`config.mk`:
```
export PLATFORM = sky130hd
export DESIGN_NAME = sdlcft_core
export DESIGN_NICKNAME = d
export VERILOG_FILES = /design/src/shared/sdlcft_pkg.sv /design/src/rtl/sdlcft_core.sv
export VERILOG_INCLUDE_DIRS = /design/src /design/src/shared
export SDC_FILE = /design/constraint.sdc
export NUM_CORES = 1
export LEC_CHECK = 0
export BUFFER_PORTS_ARGS = -buffer_cell sky130_fd_sc_hd__buf_4
export CAP_MARGIN = 20
export CORE_MARGIN = 3
export CORE_UTILIZATION = 35
export CTS_BUF_LIST = sky130_fd_sc_hd__clkbuf_2
export CTS_CLUSTER_DIAMETER = 200
export CTS_CLUSTER_SIZE = 8
export DETAILED_ROUTE_END_ITERATION = 16
export GPL_ROUTABILITY_DRIVEN = 0
export GPL_TIMING_DRIVEN = 0
export PLACE_DENSITY = 0.53
export SYNTH_ARGS = -nofsm -noshare
export SYNTH_HDL_FRONTEND = slang
export SYNTH_SLANG_ARGS = --single-unit
```
`constraint.sdc`:
```
create_clock -name mclk -period 4.7 [get_ports mclk]
set_input_delay 0 -clock mclk [delete_from_list [all_inputs] [get_ports mclk]]
set_output_delay 0 -clock mclk [all_outputs]
set_load 0.005 [all_outputs]
```
`src/shared/sdlcft_defines.svh`:
```
/*
 * Register offsets, field positions, reset values and bit patterns of the
 * bit-oriented frame transmitter. Assumes inclusion by bare name.
 */
`ifndef SDLCFT_DEFINES_SVH
`define SDLCFT_DEFINES_SVH

// ----------------------------------------------------------------------------
// Register offsets
// ----------------------------------------------------------------------------
`define SDLCFT_OFS_COMMAND 4'h0
`define SDLCFT_OFS_MAIN_STATUS 4'h0
`define SDLCFT_OFS_MODE_CONFIG 4'h4
`define SDLCFT_OFS_TX_CONTROL 4'h5
`define SDLCFT_OFS_STATION_ADDR 4'h6
`define SDLCFT_OFS_FLAG_PATTERN 4'h7
`define SDLCFT_OFS_DATA 4'h8
`define SDLCFT_OFS_MISC_LINE 4'ha
`define SDLCFT_OFS_RX_STATUS 4'hb

// ----------------------------------------------------------------------------
// Field positions
// ----------------------------------------------------------------------------
`define SDLCFT_MC_PAR_EN 0
`define SDLCFT_MC_PAR_EVEN 1
`define SDLCFT_TC_CRC_EN 0
`define SDLCFT_TC_TX_EN 3
`define SDLCFT_ML_ABORT_UNDR 2
`define SDLCFT_ML_IDLE_MARK 3
`define SDLCFT_ML_CRC_PRESET 7
`define SDLCFT_ST_TX_SPACE 2
`define SDLCFT_ST_EOM 6

// ----------------------------------------------------------------------------
// Command codes (bits 7:6 and 5:3 of the command register)
// ----------------------------------------------------------------------------
`define SDLCFT_CMD_RST_CRC 2'h2
`define SDLCFT_CMD_RST_EOM 2'h3
`define SDLCFT_CMD_ABORT 3'h1

// ----------------------------------------------------------------------------
// Reset values and patterns
// ----------------------------------------------------------------------------
`define SDLCFT_RST_MODE 8'h20
`define SDLCFT_RST_TXC 8'h60
`define SDLCFT_RST_MISC 8'h00
`define SDLCFT_FLAG 8'h7e
`define SDLCFT_EOP 8'hfe
`define SDLCFT_BCAST 8'hff
`define SDLCFT_CRC_POLY 16'h1021
`define SDLCFT_CRC_GOOD 16'h1d0f
`define SDLCFT_FIFO_DEPTH 4
`define SDLCFT_ABORT_ONES 4'h8

`endif

```
`src/shared/sdlcft_pkg.sv`:
```
/*
 * Types of the bit-oriented frame transmitter.
 * Assumes the defines header is compiled alongside.
 */
package sdlcft_pkg;

	// ------------------------------------------------------------------------
	// Transmit sequencer states
	// ------------------------------------------------------------------------
	typedef enum logic [5:0] {
		SDLCFT_IDLE = 6'h01,
		SDLCFT_FLAG = 6'h02,
		SDLCFT_DATA = 6'h04,
		SDLCFT_CRC = 6'h08,
		SDLCFT_ABORT = 6'h10,
		SDLCFT_MARK = 6'h20
	} sdlcft_state_t;

	// Register port request
	typedef struct packed {
		logic [3:0] addr;
		logic [7:0] wdata;
		logic wr;
		logic rd;
	} sdlcft_req_t;

	// Receiver summary
	typedef struct packed {
		logic frame_end;
		logic crc_ok;
		logic addr_match;
		logic abort_seen;
		logic eop_seen;
	} sdlcft_rx_t;

endpackage : sdlcft_pkg

```
`src/rtl/sdlcft_core.sv`:
```
/*
 * Bit-oriented frame transmitter with receive-side flag, zero deletion,
 * address compare and CRC residue check. One bit per clock on each line.
 * Assumes a register master that never waits and a line partner sampling
 * one bit per cycle.
 */
// Implementation choices: the register addresses and the strobed register port.
`timescale 1ns/1ns
`include "sdlcft_defines.svh"
// Operation
// - Flag 01111110 opens and closes frames
// - Insert zero after five ones
// - Receiver drops zero after five ones
// - Stuffed zeros excluded from CRC
// - Flags and aborts sent unstuffed
// - One flag may close and open
// - Sixteen bits before flag are FCS
// - CRC-CCITT, inverted before sending
// - Good residue is 0001110100001111
// - Seven to thirteen ones mean abort
// - 11111110 is end of poll
// - Opening flag sent automatically; from mark idle none is sent and data waits
// - Mark idle loaded eight ones at once
// - Five to eight bits per character
// - Five-bit mode sends one to five bits
// - Optional parity bit, sense selectable
// - Address sent as data; address rx only
// - Eight-bit address, all ones broadcast
// - Entry-empty and all-empty interrupt, DMA
// - Space flag set when entry empty
// - Abort command: eight ones, flush FIFO
module sdlcft_core
	import sdlcft_pkg::*;
(
	// Clock and reset
	input wire logic mclk,
	input wire logic rst,
	// Register port
	input wire logic [3:0] reg_addr,
	input wire logic [7:0] reg_wdata,
	input wire logic reg_wr,
	input wire logic reg_rd,
	output logic [7:0] reg_rdata,
	// Serial line
	output logic txd,
	input wire logic rxd,
	// Events
	output logic tx_irq,
	output logic tx_dma_req,
	output sdlcft_rx_t rx_info
);

	// ------------------------------------------------------------------------
	// Functions
	// ------------------------------------------------------------------------
	// One CRC-CCITT step, data bit first
	function automatic logic [15:0] crc_step(input logic [15:0] c,
		input logic b);
		logic fb;
		fb = c[15] ^ b;
		crc_step = {c[14:0], 1'b0} ^ (fb ? `SDLCFT_CRC_POLY : 16'h0000);
	endfunction : crc_step

	// Bits per character from the two length bits
	function automatic logic [3:0] char_len(input logic [1:0] sel);
		case (sel)
			2'b00: char_len = 4'h5;
			2'b01: char_len = 4'h7;
			2'b10: char_len = 4'h6;
			default: char_len = 4'h8;
		endcase
	endfunction : char_len

	// Bit reversal, so the CRC leaves its high bit first on an LSB-first line
	function automatic logic [7:0] rev8(input logic [7:0] v);
		for (int i = 0; i < 8; i++) begin
			rev8[i] = v[7 - i];
		end
	endfunction : rev8

	// Checker state after the seven flag bits folded before detection
	function automatic logic [15:0] flag_fold(input logic [15:0] c);
		flag_fold = crc_step(c, 1'b0);
		for (int i = 0; i < 6; i++) begin
			flag_fold = crc_step(flag_fold, 1'b1);
		end
	endfunction : flag_fold

	// ------------------------------------------------------------------------
	// Registers
	// ------------------------------------------------------------------------
	sdlcft_req_t req;
	logic [7:0] mode_config_reg_r;
	logic [7:0] tx_control_reg_r;
	logic [7:0] station_address_reg_r;
	logic [7:0] flag_pattern_reg_r;
	logic [7:0] misc_line_control_reg_r;
	logic eom_r;
	logic abort_cmd;
	logic crc_reset_cmd;
	logic data_wr;

	assign req = '{addr: reg_addr, wdata: reg_wdata, wr: reg_wr, rd: reg_rd};
	assign data_wr = req.wr && req.addr == `SDLCFT_OFS_DATA;
	assign abort_cmd = req.wr && req.addr == `SDLCFT_OFS_COMMAND
		&& req.wdata[5:3] == `SDLCFT_CMD_ABORT;
	assign crc_reset_cmd = req.wr && req.addr == `SDLCFT_OFS_COMMAND
		&& req.wdata[7:6] == `SDLCFT_CMD_RST_CRC;

	// Configuration writes
	always_ff @(posedge mclk) begin
		if (rst) begin
			mode_config_reg_r <= `SDLCFT_RST_MODE;
			tx_control_reg_r <= `SDLCFT_RST_TXC;
			station_address_reg_r <= 8'h00;
			flag_pattern_reg_r <= `SDLCFT_FLAG;
			misc_line_control_reg_r <= `SDLCFT_RST_MISC;
		end else if (req.wr) begin
			case (req.addr)
				`SDLCFT_OFS_MODE_CONFIG: mode_config_reg_r <= req.wdata;
				`SDLCFT_OFS_TX_CONTROL: tx_control_reg_r <= req.wdata;
				`SDLCFT_OFS_STATION_ADDR: station_address_reg_r <= req.wdata;
				`SDLCFT_OFS_FLAG_PATTERN: flag_pattern_reg_r <= req.wdata;
				`SDLCFT_OFS_MISC_LINE: misc_line_control_reg_r <= req.wdata;
				default: ;
			endcase
		end
	end

	// ------------------------------------------------------------------------
	// Transmit FIFO
	// ------------------------------------------------------------------------
	logic [7:0] fifo_mem [0:`SDLCFT_FIFO_DEPTH-1];
	logic [1:0] wr_ptr_r;
	logic [1:0] rd_ptr_r;
	logic [2:0] count_r;
	logic fifo_pop;
	logic fifo_push;
	logic fifo_empty;
	logic fifo_full;

	assign fifo_empty = count_r == 3'h0;
	assign fifo_full = count_r == 3'h4;
	assign fifo_push = data_wr && !fifo_full;

	// Write-side storage; a write to a full FIFO is dropped
	always_ff @(posedge mclk) begin
		if (fifo_push) begin
			fifo_mem[wr_ptr_r] <= req.wdata;
		end
	end

	// Pointers; abort flushes the FIFO
	always_ff @(posedge mclk) begin
		if (rst || abort_cmd) begin
			wr_ptr_r <= 2'h0;
			rd_ptr_r <= 2'h0;
			count_r <= 3'h0;
		end else begin
			wr_ptr_r <= wr_ptr_r + 2'(fifo_push);
			rd_ptr_r <= rd_ptr_r + 2'(fifo_pop);
			count_r <= count_r + 3'(fifo_push) - 3'(fifo_pop);
		end
	end

	// Entry location empty / whole FIFO empty
	assign tx_dma_req = !fifo_full;
	assign tx_irq = fifo_empty;

	// ------------------------------------------------------------------------
	// Transmit sequencer and shift register
	// ------------------------------------------------------------------------
	sdlcft_state_t state_r;
	logic [8:0] shift_r;
	logic [3:0] bits_r;
	logic [15:0] tx_crc_r;
	logic [2:0] ones_r;
	logic stuff_r;
	logic txd_r;
	logic tx_en;
	logic raw_bit;
	logic stuffable;
	logic [3:0] len;
	logic [7:0] head;
	logic par;
	logic [8:0] char_word;
	logic [3:0] char_bits;
	logic shift_done;

	assign tx_en = tx_control_reg_r[`SDLCFT_TC_TX_EN];
	assign len = char_len(tx_control_reg_r[6:5]);
	assign head = fifo_mem[rd_ptr_r];
	assign raw_bit = shift_r[0];
	assign stuffable = state_r == SDLCFT_DATA || state_r == SDLCFT_CRC;
	// Shift register advances unless a stuffed zero occupies the line
	assign shift_done = bits_r == 4'h1 && !stuff_r;

	logic eom_cmd;
	logic eom_clr_pend_r;
	logic eom_eff;
	logic char_edge;
	logic crc_lo_r;
	logic [15:0] crc_next;

	assign eom_cmd = req.wr && req.addr == `SDLCFT_OFS_COMMAND
		&& req.wdata[7:6] == `SDLCFT_CMD_RST_EOM;
	assign char_edge = !stuff_r && (bits_r == 4'h0 || shift_done);
	// EOM latch as it will stand once a pending reset is applied
	assign eom_eff = eom_r && !eom_clr_pend_r && !eom_cmd;
	// CRC including the bit on the line now; used when the CRC is loaded
	assign crc_next = tx_control_reg_r[`SDLCFT_TC_CRC_EN]
		? crc_step(tx_crc_r, raw_bit) : tx_crc_r;

	// EOM reset waits for the next character boundary
	always_ff @(posedge mclk) begin
		if (rst) begin
			eom_clr_pend_r <= 1'b0;
		end else if (char_edge && !abort_cmd) begin
			eom_clr_pend_r <= 1'b0;
		end else if (eom_cmd) begin
			eom_clr_pend_r <= 1'b1;
		end
	end

	// Character build: right justified data, optional parity
	always_comb begin
		logic [7:0] m;
		m = 8'hff >> (4'h8 - len);
		par = ^(head & m) ^ ~mode_config_reg_r[`SDLCFT_MC_PAR_EVEN];
		char_word = {1'b0, head & m};
		char_bits = len;
		// Five-bit mode: highest zero below leading ones marks length
		if (len == 4'h5) begin
			char_bits = 4'h5;
			if (head[7:4] == 4'hf) begin
				char_bits = 4'h1;
			end else if (head[7:5] == 3'h7) begin
				char_bits = 4'h2;
			end else if (head[7:6] == 2'h3) begin
				char_bits = 4'h3;
			end else if (head[7] == 1'b1) begin
				char_bits = 4'h4;
			end
			char_word = {1'b0, head & (8'hff >> (4'h8 - char_bits))};
		end
		if (mode_config_reg_r[`SDLCFT_MC_PAR_EN]) begin
			char_word[char_bits] = par;
			char_bits = char_bits + 4'h1;
		end
	end

	assign fifo_pop = !stuff_r && tx_en && fifo_empty == 1'b0
		&& (state_r == SDLCFT_FLAG || state_r == SDLCFT_DATA)
		&& (bits_r == 4'h0 || shift_done) && !abort_cmd;

	// Sequencer: FIFO to shifter to zero inserter to line
	always_ff @(posedge mclk) begin
		if (rst) begin
			state_r <= SDLCFT_IDLE;
			shift_r <= 9'h1ff;
			bits_r <= 4'h0;
			eom_r <= 1'b1;
			crc_lo_r <= 1'b0;
		end else if (abort_cmd) begin
			state_r <= SDLCFT_ABORT;
			shift_r <= 9'h1ff;
			bits_r <= `SDLCFT_ABORT_ONES;
			crc_lo_r <= 1'b0;
		end else if (!stuff_r && (bits_r == 4'h0 || shift_done)) begin
			if (eom_clr_pend_r || eom_cmd) begin
				eom_r <= 1'b0;
			end
			if (fifo_pop) begin
				state_r <= SDLCFT_DATA;
				shift_r <= char_word;
				bits_r <= char_bits;
			end else if (state_r == SDLCFT_DATA && !eom_eff) begin
				// Underrun ends the frame with CRC or abort; set wins
				eom_r <= 1'b1;
				crc_lo_r <= !misc_line_control_reg_r[`SDLCFT_ML_ABORT_UNDR];
				state_r <= misc_line_control_reg_r[`SDLCFT_ML_ABORT_UNDR]
					? SDLCFT_ABORT : SDLCFT_CRC;
				shift_r <= misc_line_control_reg_r[`SDLCFT_ML_ABORT_UNDR]
					? 9'h1ff : {1'b0, rev8(~crc_next[15:8])};
				bits_r <= 4'h8;
			end else if (state_r == SDLCFT_CRC && crc_lo_r) begin
				// Second CRC byte, high bit first
				crc_lo_r <= 1'b0;
				shift_r <= {1'b0, rev8(~tx_crc_r[7:0])};
				bits_r <= 4'h8;
			end else if (tx_en && !(state_r == SDLCFT_IDLE
				&& misc_line_control_reg_r[`SDLCFT_ML_IDLE_MARK])) begin
				// Opening, closing and idle flags, back to back safe
				state_r <= SDLCFT_FLAG;
				shift_r <= {1'b0, flag_pattern_reg_r};
				bits_r <= 4'h8;
			end else begin
				// Mark idle: eight ones at a time
				state_r <= SDLCFT_IDLE;
				shift_r <= 9'h1ff;
				bits_r <= 4'h8;
			end
		end else if (!stuff_r) begin
			shift_r <= {1'b1, shift_r[8:1]};
			bits_r <= bits_r - 4'h1;
		end
	end

	// Zero inserter on data and CRC only
	always_ff @(posedge mclk) begin
		if (rst || !stuffable) begin
			ones_r <= 3'h0;
			stuff_r <= 1'b0;
		end else if (stuff_r) begin
			ones_r <= 3'h0;
			stuff_r <= 1'b0;
		end else if (bits_r != 4'h0 && raw_bit) begin
			ones_r <= ones_r + 3'h1;
			stuff_r <= ones_r == 3'h4;
		end else begin
			ones_r <= 3'h0;
		end
	end

	// Line output; a stuffed zero bypasses the CRC
	always_ff @(posedge mclk) begin
		if (rst) begin
			txd_r <= 1'b1;
		end else begin
			txd_r <= stuff_r ? 1'b0 : (bits_r != 4'h0 ? raw_bit : 1'b1);
		end
	end
	assign txd = txd_r;

	// Transmit CRC over data bits only, inverted when sent
	always_ff @(posedge mclk) begin
		if (rst || crc_reset_cmd) begin
			tx_crc_r <= {16{misc_line_control_reg_r[`SDLCFT_ML_CRC_PRESET]}};
		end else if (state_r == SDLCFT_DATA && !stuff_r && bits_r != 4'h0
			&& tx_control_reg_r[`SDLCFT_TC_CRC_EN]) begin
			tx_crc_r <= crc_step(tx_crc_r, raw_bit);
		end
	end

	// ------------------------------------------------------------------------
	// Receiver: zero deletion, flags, abort, end of poll, address, CRC
	// ------------------------------------------------------------------------
	logic [7:0] rx_hist_r;
	logic [3:0] rx_ones_r;
	logic [15:0] rx_crc_r;
	logic [7:0] rx_byte_r;
	logic [3:0] rx_cnt_r;
	logic rx_addr_done_r;
	logic rx_in_frame_r;
	logic flag_hit;
	logic del_zero;
	logic [7:0] rx_hist;
	sdlcft_rx_t rx_r;

	assign rx_hist = {rxd, rx_hist_r[7:1]};
	assign flag_hit = rx_hist == `SDLCFT_FLAG;
	assign del_zero = !rxd && rx_ones_r == 4'h5;

	// Receive history and run of ones
	always_ff @(posedge mclk) begin
		if (rst) begin
			rx_hist_r <= 8'h00;
			rx_ones_r <= 4'h0;
		end else begin
			rx_hist_r <= rx_hist;
			rx_ones_r <= rxd ? (rx_ones_r == 4'hf ? 4'hf : rx_ones_r + 4'h1)
				: 4'h0;
		end
	end

	// Frame tracking, address compare and residue check
	always_ff @(posedge mclk) begin
		if (rst) begin
			rx_crc_r <= 16'hffff;
			rx_byte_r <= 8'h00;
			rx_cnt_r <= 4'h0;
			rx_addr_done_r <= 1'b0;
			rx_in_frame_r <= 1'b0;
			rx_r <= '0;
		end else begin
			rx_r.frame_end <= 1'b0;
			rx_r.eop_seen <= rx_hist == `SDLCFT_EOP && !rx_in_frame_r;
			if (rx_ones_r == 4'h6 && rxd) begin
				rx_r.abort_seen <= 1'b1;
				rx_in_frame_r <= 1'b0;
			end else if (flag_hit) begin
				// Closing flag may open the next frame
				// Only frames holding at least an address are reported
				if (rx_in_frame_r && rx_addr_done_r) begin
					rx_r.frame_end <= 1'b1;
					// Residue test past the folded flag bits
					rx_r.crc_ok <= rx_crc_r == flag_fold(`SDLCFT_CRC_GOOD);
				end
				rx_in_frame_r <= 1'b1;
				rx_r.abort_seen <= 1'b0;
				rx_crc_r <= {16{misc_line_control_reg_r[`SDLCFT_ML_CRC_PRESET]}};
				rx_cnt_r <= 4'h0;
				rx_addr_done_r <= 1'b0;
			end else if (rx_in_frame_r && !del_zero) begin
				rx_crc_r <= crc_step(rx_crc_r, rxd);
				rx_byte_r <= {rxd, rx_byte_r[7:1]};
				if (!rx_addr_done_r) begin
					rx_cnt_r <= rx_cnt_r + 4'h1;
					if (rx_cnt_r == 4'h7) begin
						// Eight-bit address, broadcast accepted
						rx_addr_done_r <= 1'b1;
						rx_r.addr_match <= {rxd, rx_byte_r[7:1]} ==
							station_address_reg_r || {rxd, rx_byte_r[7:1]}
							== `SDLCFT_BCAST;
					end
				end
			end
		end
	end
	assign rx_info = rx_r;

	// ------------------------------------------------------------------------
	// Read data, one cycle after the strobe
	// ------------------------------------------------------------------------
	always_ff @(posedge mclk) begin
		if (rst) begin
			reg_rdata <= 8'h00;
		end else if (req.rd) begin
			case (req.addr)
				`SDLCFT_OFS_MAIN_STATUS: reg_rdata <= {1'b0, eom_r, 3'h0,
					!fifo_full, 2'h0};
				`SDLCFT_OFS_MODE_CONFIG: reg_rdata <= mode_config_reg_r;
				`SDLCFT_OFS_TX_CONTROL: reg_rdata <= tx_control_reg_r;
				`SDLCFT_OFS_STATION_ADDR: reg_rdata <= station_address_reg_r;
				`SDLCFT_OFS_FLAG_PATTERN: reg_rdata <= flag_pattern_reg_r;
				`SDLCFT_OFS_MISC_LINE: reg_rdata <= misc_line_control_reg_r;
				`SDLCFT_OFS_RX_STATUS: reg_rdata <= {3'h0, rx_r};
				default: reg_rdata <= 8'h00;
			endcase
		end else begin
			reg_rdata <= 8'h00;
		end
	end

endmodule : sdlcft_core

```
==> summary.txt, run 1 <==
Status
  – Run status: finished, final reports clean

Floorplanning
  – Die Wd: 158.6 microns
  – Die height: 158.6 microns
  – Starting Density: 0.3577
  – CORE AREA: 0.02278 sq mm
  – Number of I/O pins: 33
  – Cell Rows: 55
  – DIE AREA: 0.02515 sq mm

Global route
  – Vias in the first global route: 6,043
  – Initial antenna violation count: 1
  – Global-route wire length before repair: 34,130 microns
  – Global Route Usage Sum: 0.1762
  – Gr ovfl total: 0
  – Largest net degree at the start of global routing: 17

STA
  – Max Clock Skew: 50.70 ps
  – Hold Slack: 116.4 ps
  – Maximum clock rate: 290.8 MHz
  – Final Setup Violations: 0
  – Final cycle utilization of the critical path: 0.7316
  – Unrepaired setup endpoints after global routing: false
  – Setup TNS: 0 ps
  – Slew margin rel.: 0.3581
  – Crit path time final: 3439 ps
  – Worst-Margin Slew: 955.5 ps
  – Max Slew Vio Count: 0
  – Setup ws final: 1261 ps
  – Final number of hold-violating endpoints: 0

Final layout
  – Number of fill cells: 2,306
  – Most frequent cells in the layout: nand2_1, dfxtp_1, nor2_1, a21oi_1, edfxtp_1
  – Commonest non-fill, non-tap cell in the layout: nand2_1
  – Nets@finish: 962
  – Share of layout cells above drive strength 1: 0.1014
  – Storage element area: 0.003964 sq mm
  – Post-layout util: 0.4050
  – Multi-input gate area: 0.003914 sq mm
  – Area delta synth->final: 13.22%
  – Layout Cells excl Fill: 1,251

Synth
  – Mapped Nets: 895
  – Asr flop ratio synth: 0
  – Gate Count Post-Synth: 857
  – Synth cell types: 66
  – Ys Warns: 0
  – Syn Std Cell Area: 0.008148 sq mm
  – Post-synth EDFFs: 48
  – Sequential element share of the synthesized area: 0.4865
  – Flop and latch count out of synthesis: 174
  – Top_reg_cell synth: dfxtp_1
  – Mean Syn Cell Area: 9.507 sq um

Drt
  – DRC Markers: 0
  – Via/cell ratio: 5.149
  – Max layer used: met4
  – Pre-antenna DRT Iters: 5
  – WL per Instance: 17.31 microns
  – DRC marker count from the first detailed-route iteration: 352
  – DR vias: 6,441
  – Routed met2 length: 10,090 microns
  – Met3 wire length: 731 microns
  – Post-Route M1 WL: 10,690 microns
  – ANT nets after route: 0
  – Final wirelength: 21,660 microns

Pwr
  – Clock share of power: 0.289
  – Logic gate share of total power: 0.175
  – LEAKAGE: 3.504 nW
  – Pwr/cell area: 339.7 mW/mm^2
  – Peak supply drop: 162.3 uV
  – Sw power: 0.0009339 W
  – P_int: 0.002200 W
  – Sw frac: 0.2980
  – Sequential power share: 0.537

Clock network
  – Worst-skew pair later-pin latency: 720 ps
  – CTS Buffer Depth: 2
  – Clock sink count: 174
  – Clk root buf: clkbuf_2
  – Post-CTS resize count: 0
  – CTS tree: done
  – Clock transition at path regs: 270 ps
  – H-tree depth: 4
  – CTS Buf Count: 17

Place
  – HPWL Detailed: 15,770 microns
  – Port Buf Inserts: 27
  – DP Worst Slack: 1033 ps
  – Total placed cells including tap cells: 1,200

Setup path
  – CP max stage cell: dlygate4sd3_1
  – Buf/Inv on CP: 6
  – Max incr delay on CP: 710 ps
  – RR Startpoint: tx_control_reg_r[3]$_SDFFE_PP0P_
  – CP top delay family: buffers and inverters
  – Type of the worst setup path: input pin to flip-flop
  – CP Data Required Time: 5330 ps
  – CP Launch Type: input pin
  – CP arrival: 4070 ps
  – Worst path cell trace: dlygate4sd3_1 > buf_2 > nor4b_2 > dlygate4sd3_1 > nand2_2 > nand3_1 > inv_2 > buf_4 > ha_1 > inv_1 > ha_1 > fa_1 > xnor2_1 > nor2_1
  – Beginning of the critical path: reg_addr[2]
  – Worst setup EP type: flip-flop
  – Crit-path max FO: 11

Run
  – Max-cap violations: 0

Min path
  – Worst Hold Class: input pin to flip-flop
  – Min-delay src: reg_wdata[5]
-- what timing repair did --
action                                 4_1_cts  5_1_grt
endpoints found under the hold margin      107        1
hold buffers                                16        1
buffers inserted                             0        0
-- layout make-up --
class | count | share of cell area
Inverter | 25 | 0.01017
Timing Repair Buffer | 48 | 0.04313
Buffer | 43 | 0.01912
Antenna cell | 1 | 0.0002713
Tap cell | 313 | 0.04245
Clock buffer | 20 | 0.01085
Sequential cell | 174 | 0.4297
Multi-Input combinational cell | 615 | 0.4243
Clock inverter | 12 | 0.02007
-- routing by layer --
layer  vias up  global-route usage
met5         -                   0
met4         0             0.03195
met3         9             0.03044
met2       126              0.2789
met1      3109              0.2562
li1       3197                   -
-- per-stage QoR --
stage	power, W	cell area (sq um)
floorplan	0.002076	8148
global placement	0.002236	8742
detailed placement	0.002236	8762
CTS	0.003156	9208
global route	0.003303	9225
finish	0.003134	9225
-- Yosys cell counts, drive strengths merged (8+ instances only) --
cell | count | area, sq um
nand2 | 144 | 543.0
dfxtp | 126 | 2522
nor2 | 72 | 270.3
a21oi | 50 | 250.2
edfxtp | 48 | 1441
nand3 | 41 | 215.2
clkbuf | 35 | 132.6
o21ai | 32 | 160.2
mux2i | 31 | 310.3
inv | 25 | 93.84
ha | 20 | 250.2
xnor2 | 20 | 190.2
a21o | 16 | 120.1
o211ai | 16 | 130.1
xor2 | 15 | 131.4
nor2b | 14 | 87.58
nand4 | 13 | 81.33
nor3 | 13 | 70.07
a221oi | 10 | 87.58
mux4 | 10 | 225.2
buf | 8 | 43.79
-- power by group through the flow --
stage | clock, W | combinational [W] | sequential (W)
floorplan | 0 | 0.000386 | 0.00169
global placement | 0 | 0.000523 | 0.00171
detailed placement | 0 | 0.000525 | 0.00171
CTS | 0.000937 | 0.000538 | 0.00168
global route | 0.000995 | 0.000617 | 0.00169
finish | 0.000904 | 0.000548 | 0.00168
-- sequential cells by signal, indices dropped and copies added (netlist names), 3 cells and up --
register and cells:
rx_byte_r 7, state_r 5, rx_hist_r 7, mode_config_reg_r 8, bits_r 4, tx_control_reg_r 8, station_address_reg_r 8, rx_cnt_r 4
flag_pattern_reg_r 8, ones_r 3, count_r 3, fifo_mem 32, rx_crc_r 16, tx_crc_r 16, shift_r 9, reg_rdata 8
rx_info 5, misc_line_control_reg_r 8, rx_ones_r 4
-- path summary, 6_finish.rpt --
kind         slack [ps]                        to  cells after the start
min reg2reg         450   rx_hist_r[1]$_SDFF_PP0_                      1
max                1260     count_r[2]$_SDFF_PP0_                     14
min                 120  fifo_mem[0][5]$_DFFE_PP_                      2
max reg2reg        1570     count_r[2]$_SDFF_PP0_                     11
-- logic make-up (layout without fill, tap and decap cells) --
| group | after synthesis | count (layout) | synth area share |
|---|---|---|---|
| muxes | 46 | 46 | 0.07264 |
| and+or+nand+nor | 338 | 338 | 0.1930 |
| xor gates and xnor gates | 35 | 35 | 0.03947 |
| buffers and inverters | 68 | 148 | 0.03317 |
| AOI/OAI and AO/OA | 175 | 175 | 0.1420 |
| DFF | 174 | 174 | 0.4865 |
| adders and majority gates | 21 | 21 | 0.03317 |
| other | 0 | 1 | 0 |
No activity file was read; power rests on OpenSTA's default activity.
==> run 2: changes to the inputs <==
--- a/config.mk
+++ b/config.mk
@@ -16,7 +16,7 @@
 export DETAILED_ROUTE_END_ITERATION = 16
 export GPL_ROUTABILITY_DRIVEN = 0
 export GPL_TIMING_DRIVEN = 0
-export PLACE_DENSITY = 0.53
+export PLACE_DENSITY = 0.55
 export SYNTH_ARGS = -nofsm -noshare
 export SYNTH_HDL_FRONTEND = slang
 export SYNTH_SLANG_ARGS = --single-unit
==> constraint.sdc (replaced) <==
create_clock -name mclk -period 2.9 [get_ports mclk]
set_input_delay 0 -clock mclk [delete_from_list [all_inputs] [get_ports mclk]]
set_output_delay 0 -clock mclk [all_outputs]
set_load 0.005 [all_outputs]
==> run 2 against run 1 <==
  * Sequential power up 63%
  * Clock power up 58%
  * Worst setup slack worse by 1200 ps
  * Via count up 1.9%
  * Sequential cell count unchanged
  * Clock skew up 4.5 ps
  * Non-clock buffer count up 12
  * Critical path depth unchanged
  * Combinational power up 72%
  * Cell count up 0.88%
  * Sequential share of layout area down 0.75 points
  * Core utilization up 0.74 points
  * Critical path type unchanged
  * Largest power group unchanged
  * Highest routed layer unchanged
==> summary.txt, run 2 (same netlist as run 1, synthesis figures left out) <==
Global route
  – Global Route Usage Sum: 0.1786
  – Initial antenna violation count: 1
  – Global-route wire length before repair: 34,690 microns
  – Vias in the first global route: 6,150
  – Largest net degree at the start of global routing: 18
  – Gr ovfl total: 0

Floorplanning
  – CORE AREA: 0.02278 sq mm
  – Cell Rows: 55
  – DIE AREA: 0.02515 sq mm
  – Starting Density: 0.3577
  – Number of I/O pins: 33
  – Die height: 158.6 microns
  – Die Wd: 158.6 microns

Setup path
  – CP arrival: 3460 ps
  – Crit-path max FO: 11
  – CP Data Required Time: 3530 ps
  – Type of the worst setup path: input pin to flip-flop
  – CP Launch Type: input pin
  – Worst setup EP type: flip-flop

Clock network
  – CTS tree: done
  – Clk root buf: clkbuf_2
  – Worst-skew pair later-pin latency: 770 ps
  – Clock sink count: 174
  – Clock transition at path regs: 270 ps
  – CTS Buffer Depth: 2
  – CTS Buf Count: 17
  – H-tree depth: 4

STA
  – Max Slew Vio Count: 0
  – Hold Slack: 72.85 ps
  – Final number of hold-violating endpoints: 0
  – Maximum clock rate: 354.3 MHz
  – Crit path time final: 2822 ps
  – Slew margin rel.: 0.3457
  – Final Setup Violations: 0
  – Worst-Margin Slew: 979.3 ps
  – Max Clock Skew: 55.19 ps
  – Final cycle utilization of the critical path: 0.9732

Place
  – Port Buf Inserts: 27
  – Placement Cell Area: 0.008763 sq mm
  – HPWL Detailed: 15,780 microns

Final layout
  – Largest regs: fifo_mem: 32 flops, rx_crc_r: 16 flops, tx_crc_r: 16 flops
  – Commonest non-fill, non-tap cell in the layout: nand2_1
  – Storage element area: 0.003966 sq mm
  – Area delta synth->final: 15.29%
  – Number of fill cells: 2,270
  – Final instance area: 0.009394 sq mm
  – Most frequent cells in the layout: nand2_1, dfxtp_1, nor2_1, a21oi_1, edfxtp_1
  – Max reg flops: 32
  – Multi-input gate area: 0.003971 sq mm
  – Top reg by flops: fifo_mem
  – Share of layout cells above drive strength 1: 0.1097
  – Nets@finish: 974

Run
  – Max-cap violations: 0

Drt
  – Via/cell ratio: 5.200
  – ANT nets after route: 0
  – Final wirelength: 22,060 microns
  – DRC marker count from the first detailed-route iteration: 418
  – Pre-antenna DRT Iters: 5
  – DRC Markers: 0
  – WL per Instance: 17.48 microns
  – DR vias: 6,563

Status
  – Run status: finished, final reports clean

Pwr
  – LEAKAGE: 3.576 nW
  – Peak supply drop: 256.6 uV
  – Pwr/cell area: 544.4 mW/mm^2

Min path
  – Worst Hold Class: input pin to flip-flop
## run 2: cell count changes in the layout (fill, tap and decap cells not counted), moves of 2 or more
cell           previous run  this run
dfxtp_2                   0         2
dfxtp_1                 126       124
dlygate4sd3_1            17        28
buf_6                     1         3
clkbuf_2                 22        19
inv_6                     3         6
## run 2: metal layers
metal,part of all wire,vias up,global-route usage
met3,0.033,15,0.03724
met5,0,-,0
met2,0.46,123,0.2751
li1,-,3229,-
met4,0.013,0,0.04793
met1,0.49,3196,0.2555
## run 2: cell type report
| cell class | count | share of cell area |
|---|---|---|
| clock buffer | 18 | 0.009590 |
| tap | 313 | 0.04169 |
| antenna | 1 | 0.0002664 |
| inverter | 25 | 0.01026 |
| multi-input combinational | 615 | 0.4227 |
| buffer | 43 | 0.01918 |
| clock inverter | 13 | 0.01878 |
| sequential | 174 | 0.4222 |
| timing repair buffer | 60 | 0.05527 |
## run 2: critical path, stage by stage
cell and delay (ps):
dlygate4sd3_1 540, dlygate4sd3_1 560, buf_4 190, nor4b_2 360
nand2_2 230, nand3_4 240, inv_4 80, buf_6 160
ha_1 280, inv_1 40, ha_1 180, fa_1 380
xnor2_1 160, nor2_1 50
## run 2: through the flow
stage	TNS, ps	power, W	utilization	cells	worst slack (ps)
3_3_place_gp	-8717	0.003624	0.3838	1197	-779.3
3_5_place_dp	-3552	0.003634	0.3847	1200	-835.7
6_report	0	0.005114	0.4124	1262	77.61
5_1_grt	-14.68	0.005380	0.4124	1262	-14.68
2_1_floorplan	0	0.003365	-	857	43.92
4_1_cts	0	0.005141	0.4097	1258	26.61
## run 2: timing repair
item	in CTS	in global routing
hold buffers	25	3
buffers inserted	2	0
hold endpoints to repair	112	11
resized for setup	7	7
endpoints found under the setup margin	17	6
pin swaps	2	1
## run 2: final timing paths
path | from | endpoint | slack, ps | depth (start not counted)
hold / removal | reg_wdata[1] | mode_config_reg_r[1]$_SDFFE_PP0P_ | 70 | 4
setup reg to reg | state_r[0]$_SDFFE_PP1P_ | count_r[1]$_SDFF_PP0_ | 160 | 10
hold reg to reg | rx_hist_r[2]$_SDFF_PP0_ | rx_hist_r[1]$_SDFF_PP0_ | 460 | 1
setup / recovery | reg_wdata[5] | count_r[2]$_SDFF_PP0_ | 80 | 14
## run 2: report_power, final
| part | internal [W] | leakage [nW] | switching (W) |
|---|---|---|---|
| Combinational | 0.000386 | 1.94 | 0.000559 |
| Clock | 0.000507 | 0.163 | 0.000925 |
| Sequential | 0.00263 | 1.47 | 0.000110 |
| Total | 0.00352 | 3.58 | 0.00159 |
==> run 3: changes to the inputs <==
--- a/config.mk
+++ b/config.mk
@@ -9,14 +9,14 @@
 export BUFFER_PORTS_ARGS = -buffer_cell sky130_fd_sc_hd__buf_4
 export CAP_MARGIN = 20
 export CORE_MARGIN = 3
-export CORE_UTILIZATION = 35
+export CORE_UTILIZATION = 25
 export CTS_BUF_LIST = sky130_fd_sc_hd__clkbuf_2
 export CTS_CLUSTER_DIAMETER = 200
 export CTS_CLUSTER_SIZE = 8
 export DETAILED_ROUTE_END_ITERATION = 16
 export GPL_ROUTABILITY_DRIVEN = 0
 export GPL_TIMING_DRIVEN = 0
-export PLACE_DENSITY = 0.55
+export PLACE_DENSITY = 0.43
 export SYNTH_ARGS = -nofsm -noshare
 export SYNTH_HDL_FRONTEND = slang
 export SYNTH_SLANG_ARGS = --single-unit
==> run 3 against run 2 <==
  * Core utilization down 11 points
  * Cell count up 10%
  * Clock skew up 15 ps
  * Design area up 2.2%
  * Routed wire length up 9.6%
  * Via count about the same
  * Largest power group unchanged
==> summary.txt, run 3 (same netlist as run 1, synthesis figures left out) <==
Setup path
  – Max incr delay on CP: 560 ps
  – Worst path cell trace: dlygate4sd3_1 > dlygate4sd3_1 > buf_4 > nor4b_2 > nand2_2 > nand3_4 > inv_4 > buf_6 > ha_1 > inv_1 > ha_1 > fa_1 > xnor2_1 > nor2_1
  – CP max stage cell: dlygate4sd3_1
  – FF-to-FF setup slack: 180 ps
  – Worst setup EP type: flip-flop
  – Crit-path max FO: 11
  – FF-to-FF path depth: 11
  – RR Startpoint: state_r[0]$_SDFFE_PP1P_
  – CP arrival: 3470 ps
  – CP Launch Type: input pin
  – Type of the worst setup path: input pin to flip-flop
  – R2R Path End: count_r[2]$_SDFF_PP0_
  – CP Data Required Time: 3630 ps

Pwr
  – Pwr/cell area: 522.7 mW/mm^2
  – Peak supply drop: 227.6 uV
  – LEAKAGE: 3.588 nW

Global route
  – Global-route wire length before repair: 38,010 microns
  – Vias in the first global route: 6,252
  – Largest net degree at the start of global routing: 18
  – Met2 GRT Util: 0.2252
  – Initial antenna violation count: 1
  – Grt met3 use: 0.02292
  – GRT met1 Usage: 0.1968
  – Global Route Usage Sum: 0.1393
  – Gr ovfl total: 0
  – Most used routing layer: met2

STA
  – Final Setup Violations: 0
  – Setup ws final: 158.5 ps
  – Maximum clock rate: 364.8 MHz
  – Hold Slack: 221.5 ps
  – Max Slew Vio Count: 0
  – Setup TNS: 0 ps
  – Slew margin rel.: 0.3441
  – Max Clock Skew: 69.71 ps
  – Final number of hold-violating endpoints: 0
  – Worst-Margin Slew: 981.8 ps
  – Crit path time final: 2742 ps
  – Unrepaired setup endpoints after global routing: true
  – Final cycle utilization of the critical path: 0.9453

Drt
  – WL per Instance: 17.37 microns
  – Via/cell ratio: 4.718
  – DRC marker count from the first detailed-route iteration: 382
  – DR vias: 6,567
  – DRC Markers: 0
  – ANT nets after route: 0
  – Final wirelength: 24,180 microns
  – Pre-antenna DRT Iters: 5

Clock network
  – Clk root buf: clkbuf_2
  – H-tree depth: 4
  – CTS Buf Count: 17
  – Clock transition at path regs: 330 ps
  – Clock sink count: 174
  – CTS Buffer Depth: 2
  – Worst-skew pair later-pin latency: 820 ps
  – CTS tree: done

Floorplanning
  – Die Wd: 186.5 microns
  – Number of I/O pins: 33
  – DIE AREA: 0.03479 sq mm
  – Starting Density: 0.2562
  – CORE AREA: 0.03180 sq mm
  – Die height: 186.5 microns
  – Cell Rows: 65

Final layout
  – Multi-input gate area: 0.003978 sq mm
  – Post-layout util: 0.3019
  – Storage element area: 0.003968 sq mm
  – Max reg flops: 32
  – Most frequent cells in the layout: nand2_1, dfxtp_1, nor2_1, a21oi_1, edfxtp_1
  – Layout Cells excl Fill: 1,392
  – Commonest non-fill, non-tap cell in the layout: nand2_1
  – Area delta synth->final: 17.83%
  – Number of fill cells: 3,386
  – Nets@finish: 981
  – Largest regs: fifo_mem: 32 flops, rx_crc_r: 16 flops, tx_crc_r: 16 flops
  – Share of layout cells above drive strength 1: 0.1119
  – Top reg by flops: fifo_mem

Min path
  – Min-delay src: reg_addr[1]
  – Worst Hold Depth: 5
  – WHS Endpoint: state_r[4]$_SDFFE_PP0P_
  – Worst Hold Class: input pin to flip-flop

Place
  – DP Worst Slack: -351.0 ps
  – HPWL Detailed: 17,330 microns
  – Port Buf Inserts: 27
  – Total placed cells including tap cells: 1,322

Status
  – Run status: finished, final reports clean

Run
  – Max-cap violations: 0
run 3: final cells by class:
cell class / count / area share
well taps: 435 / 0.05669
clock inverters: 15 / 0.01616
flip-flops and latches: 174 / 0.4133
clock buffers: 17 / 0.008862
multi-input cells: 615 / 0.4143
inverters: 25 / 0.01004
diodes: 1 / 0.0002607
plain buffers: 43 / 0.01877
repair buffers: 67 / 0.06164
run 3: worst max-delay path by stage:
stage | start | to | slack [ps] | depth (start not counted)
6_report | reg_wdata[4] | count_r[2]$_SDFF_PP0_ | 160 | 14
5_1_grt | bits_r[0]$_SDFFE_PP0P_ | count_r[2]$_SDFF_PP0_ | -50 | 13
4_1_cts | bits_r[0]$_SDFFE_PP0P_ | count_r[2]$_SDFF_PP0_ | 4 | 13
3_5_place_dp | bits_r[0]$_SDFFE_PP0P_ | count_r[1]$_SDFF_PP0_ | -350 | 12
3_3_place_gp | bits_r[0]$_SDFFE_PP0P_ | count_r[2]$_SDFF_PP0_ | -960 | 13
2_1_floorplan | bits_r[0]$_SDFFE_PP0P_ | count_r[1]$_SDFF_PP0_ | 40 | 12
run 3: per-stage QoR:
step	cell area, sq um	power [W]
floorplan	8148	0.003365
global placement	8895	0.003650
detailed placement	8922	0.003657
CTS	9539	0.005067
global route	9600	0.005305
finish	9600	0.005018
run 3: repair_timing:
item	CTS	global route
gates resized for setup	6	9
pin swaps	1	1
hold buffers	34	1
cloned	0	0
buffers inserted	1	1
hold endpoints to repair	127	4
setup endpoints to repair	3	6
run 3: routing by layer:
layer / up-vias / wire length (microns)
met5: - / 0
met4: 0 / 248
met3: 21 / 812
met2: 111 / 11280
met1: 3196 / 11840
li1: 3239 / -
run 3: power by group:
group,switching (W),internal (W)
sequential,0.000109,0.00263
clock,0.000987,0.000347
combinational,0.000561,0.000387
total,0.00166,0.00336
run 3: critical path: cells and delay by family:
family / cells / cell delay (ps)
buf+inv: 6 / 1570
simple gates: 4 / 890
fa+ha+maj: 3 / 850
xor+xnor: 1 / 160
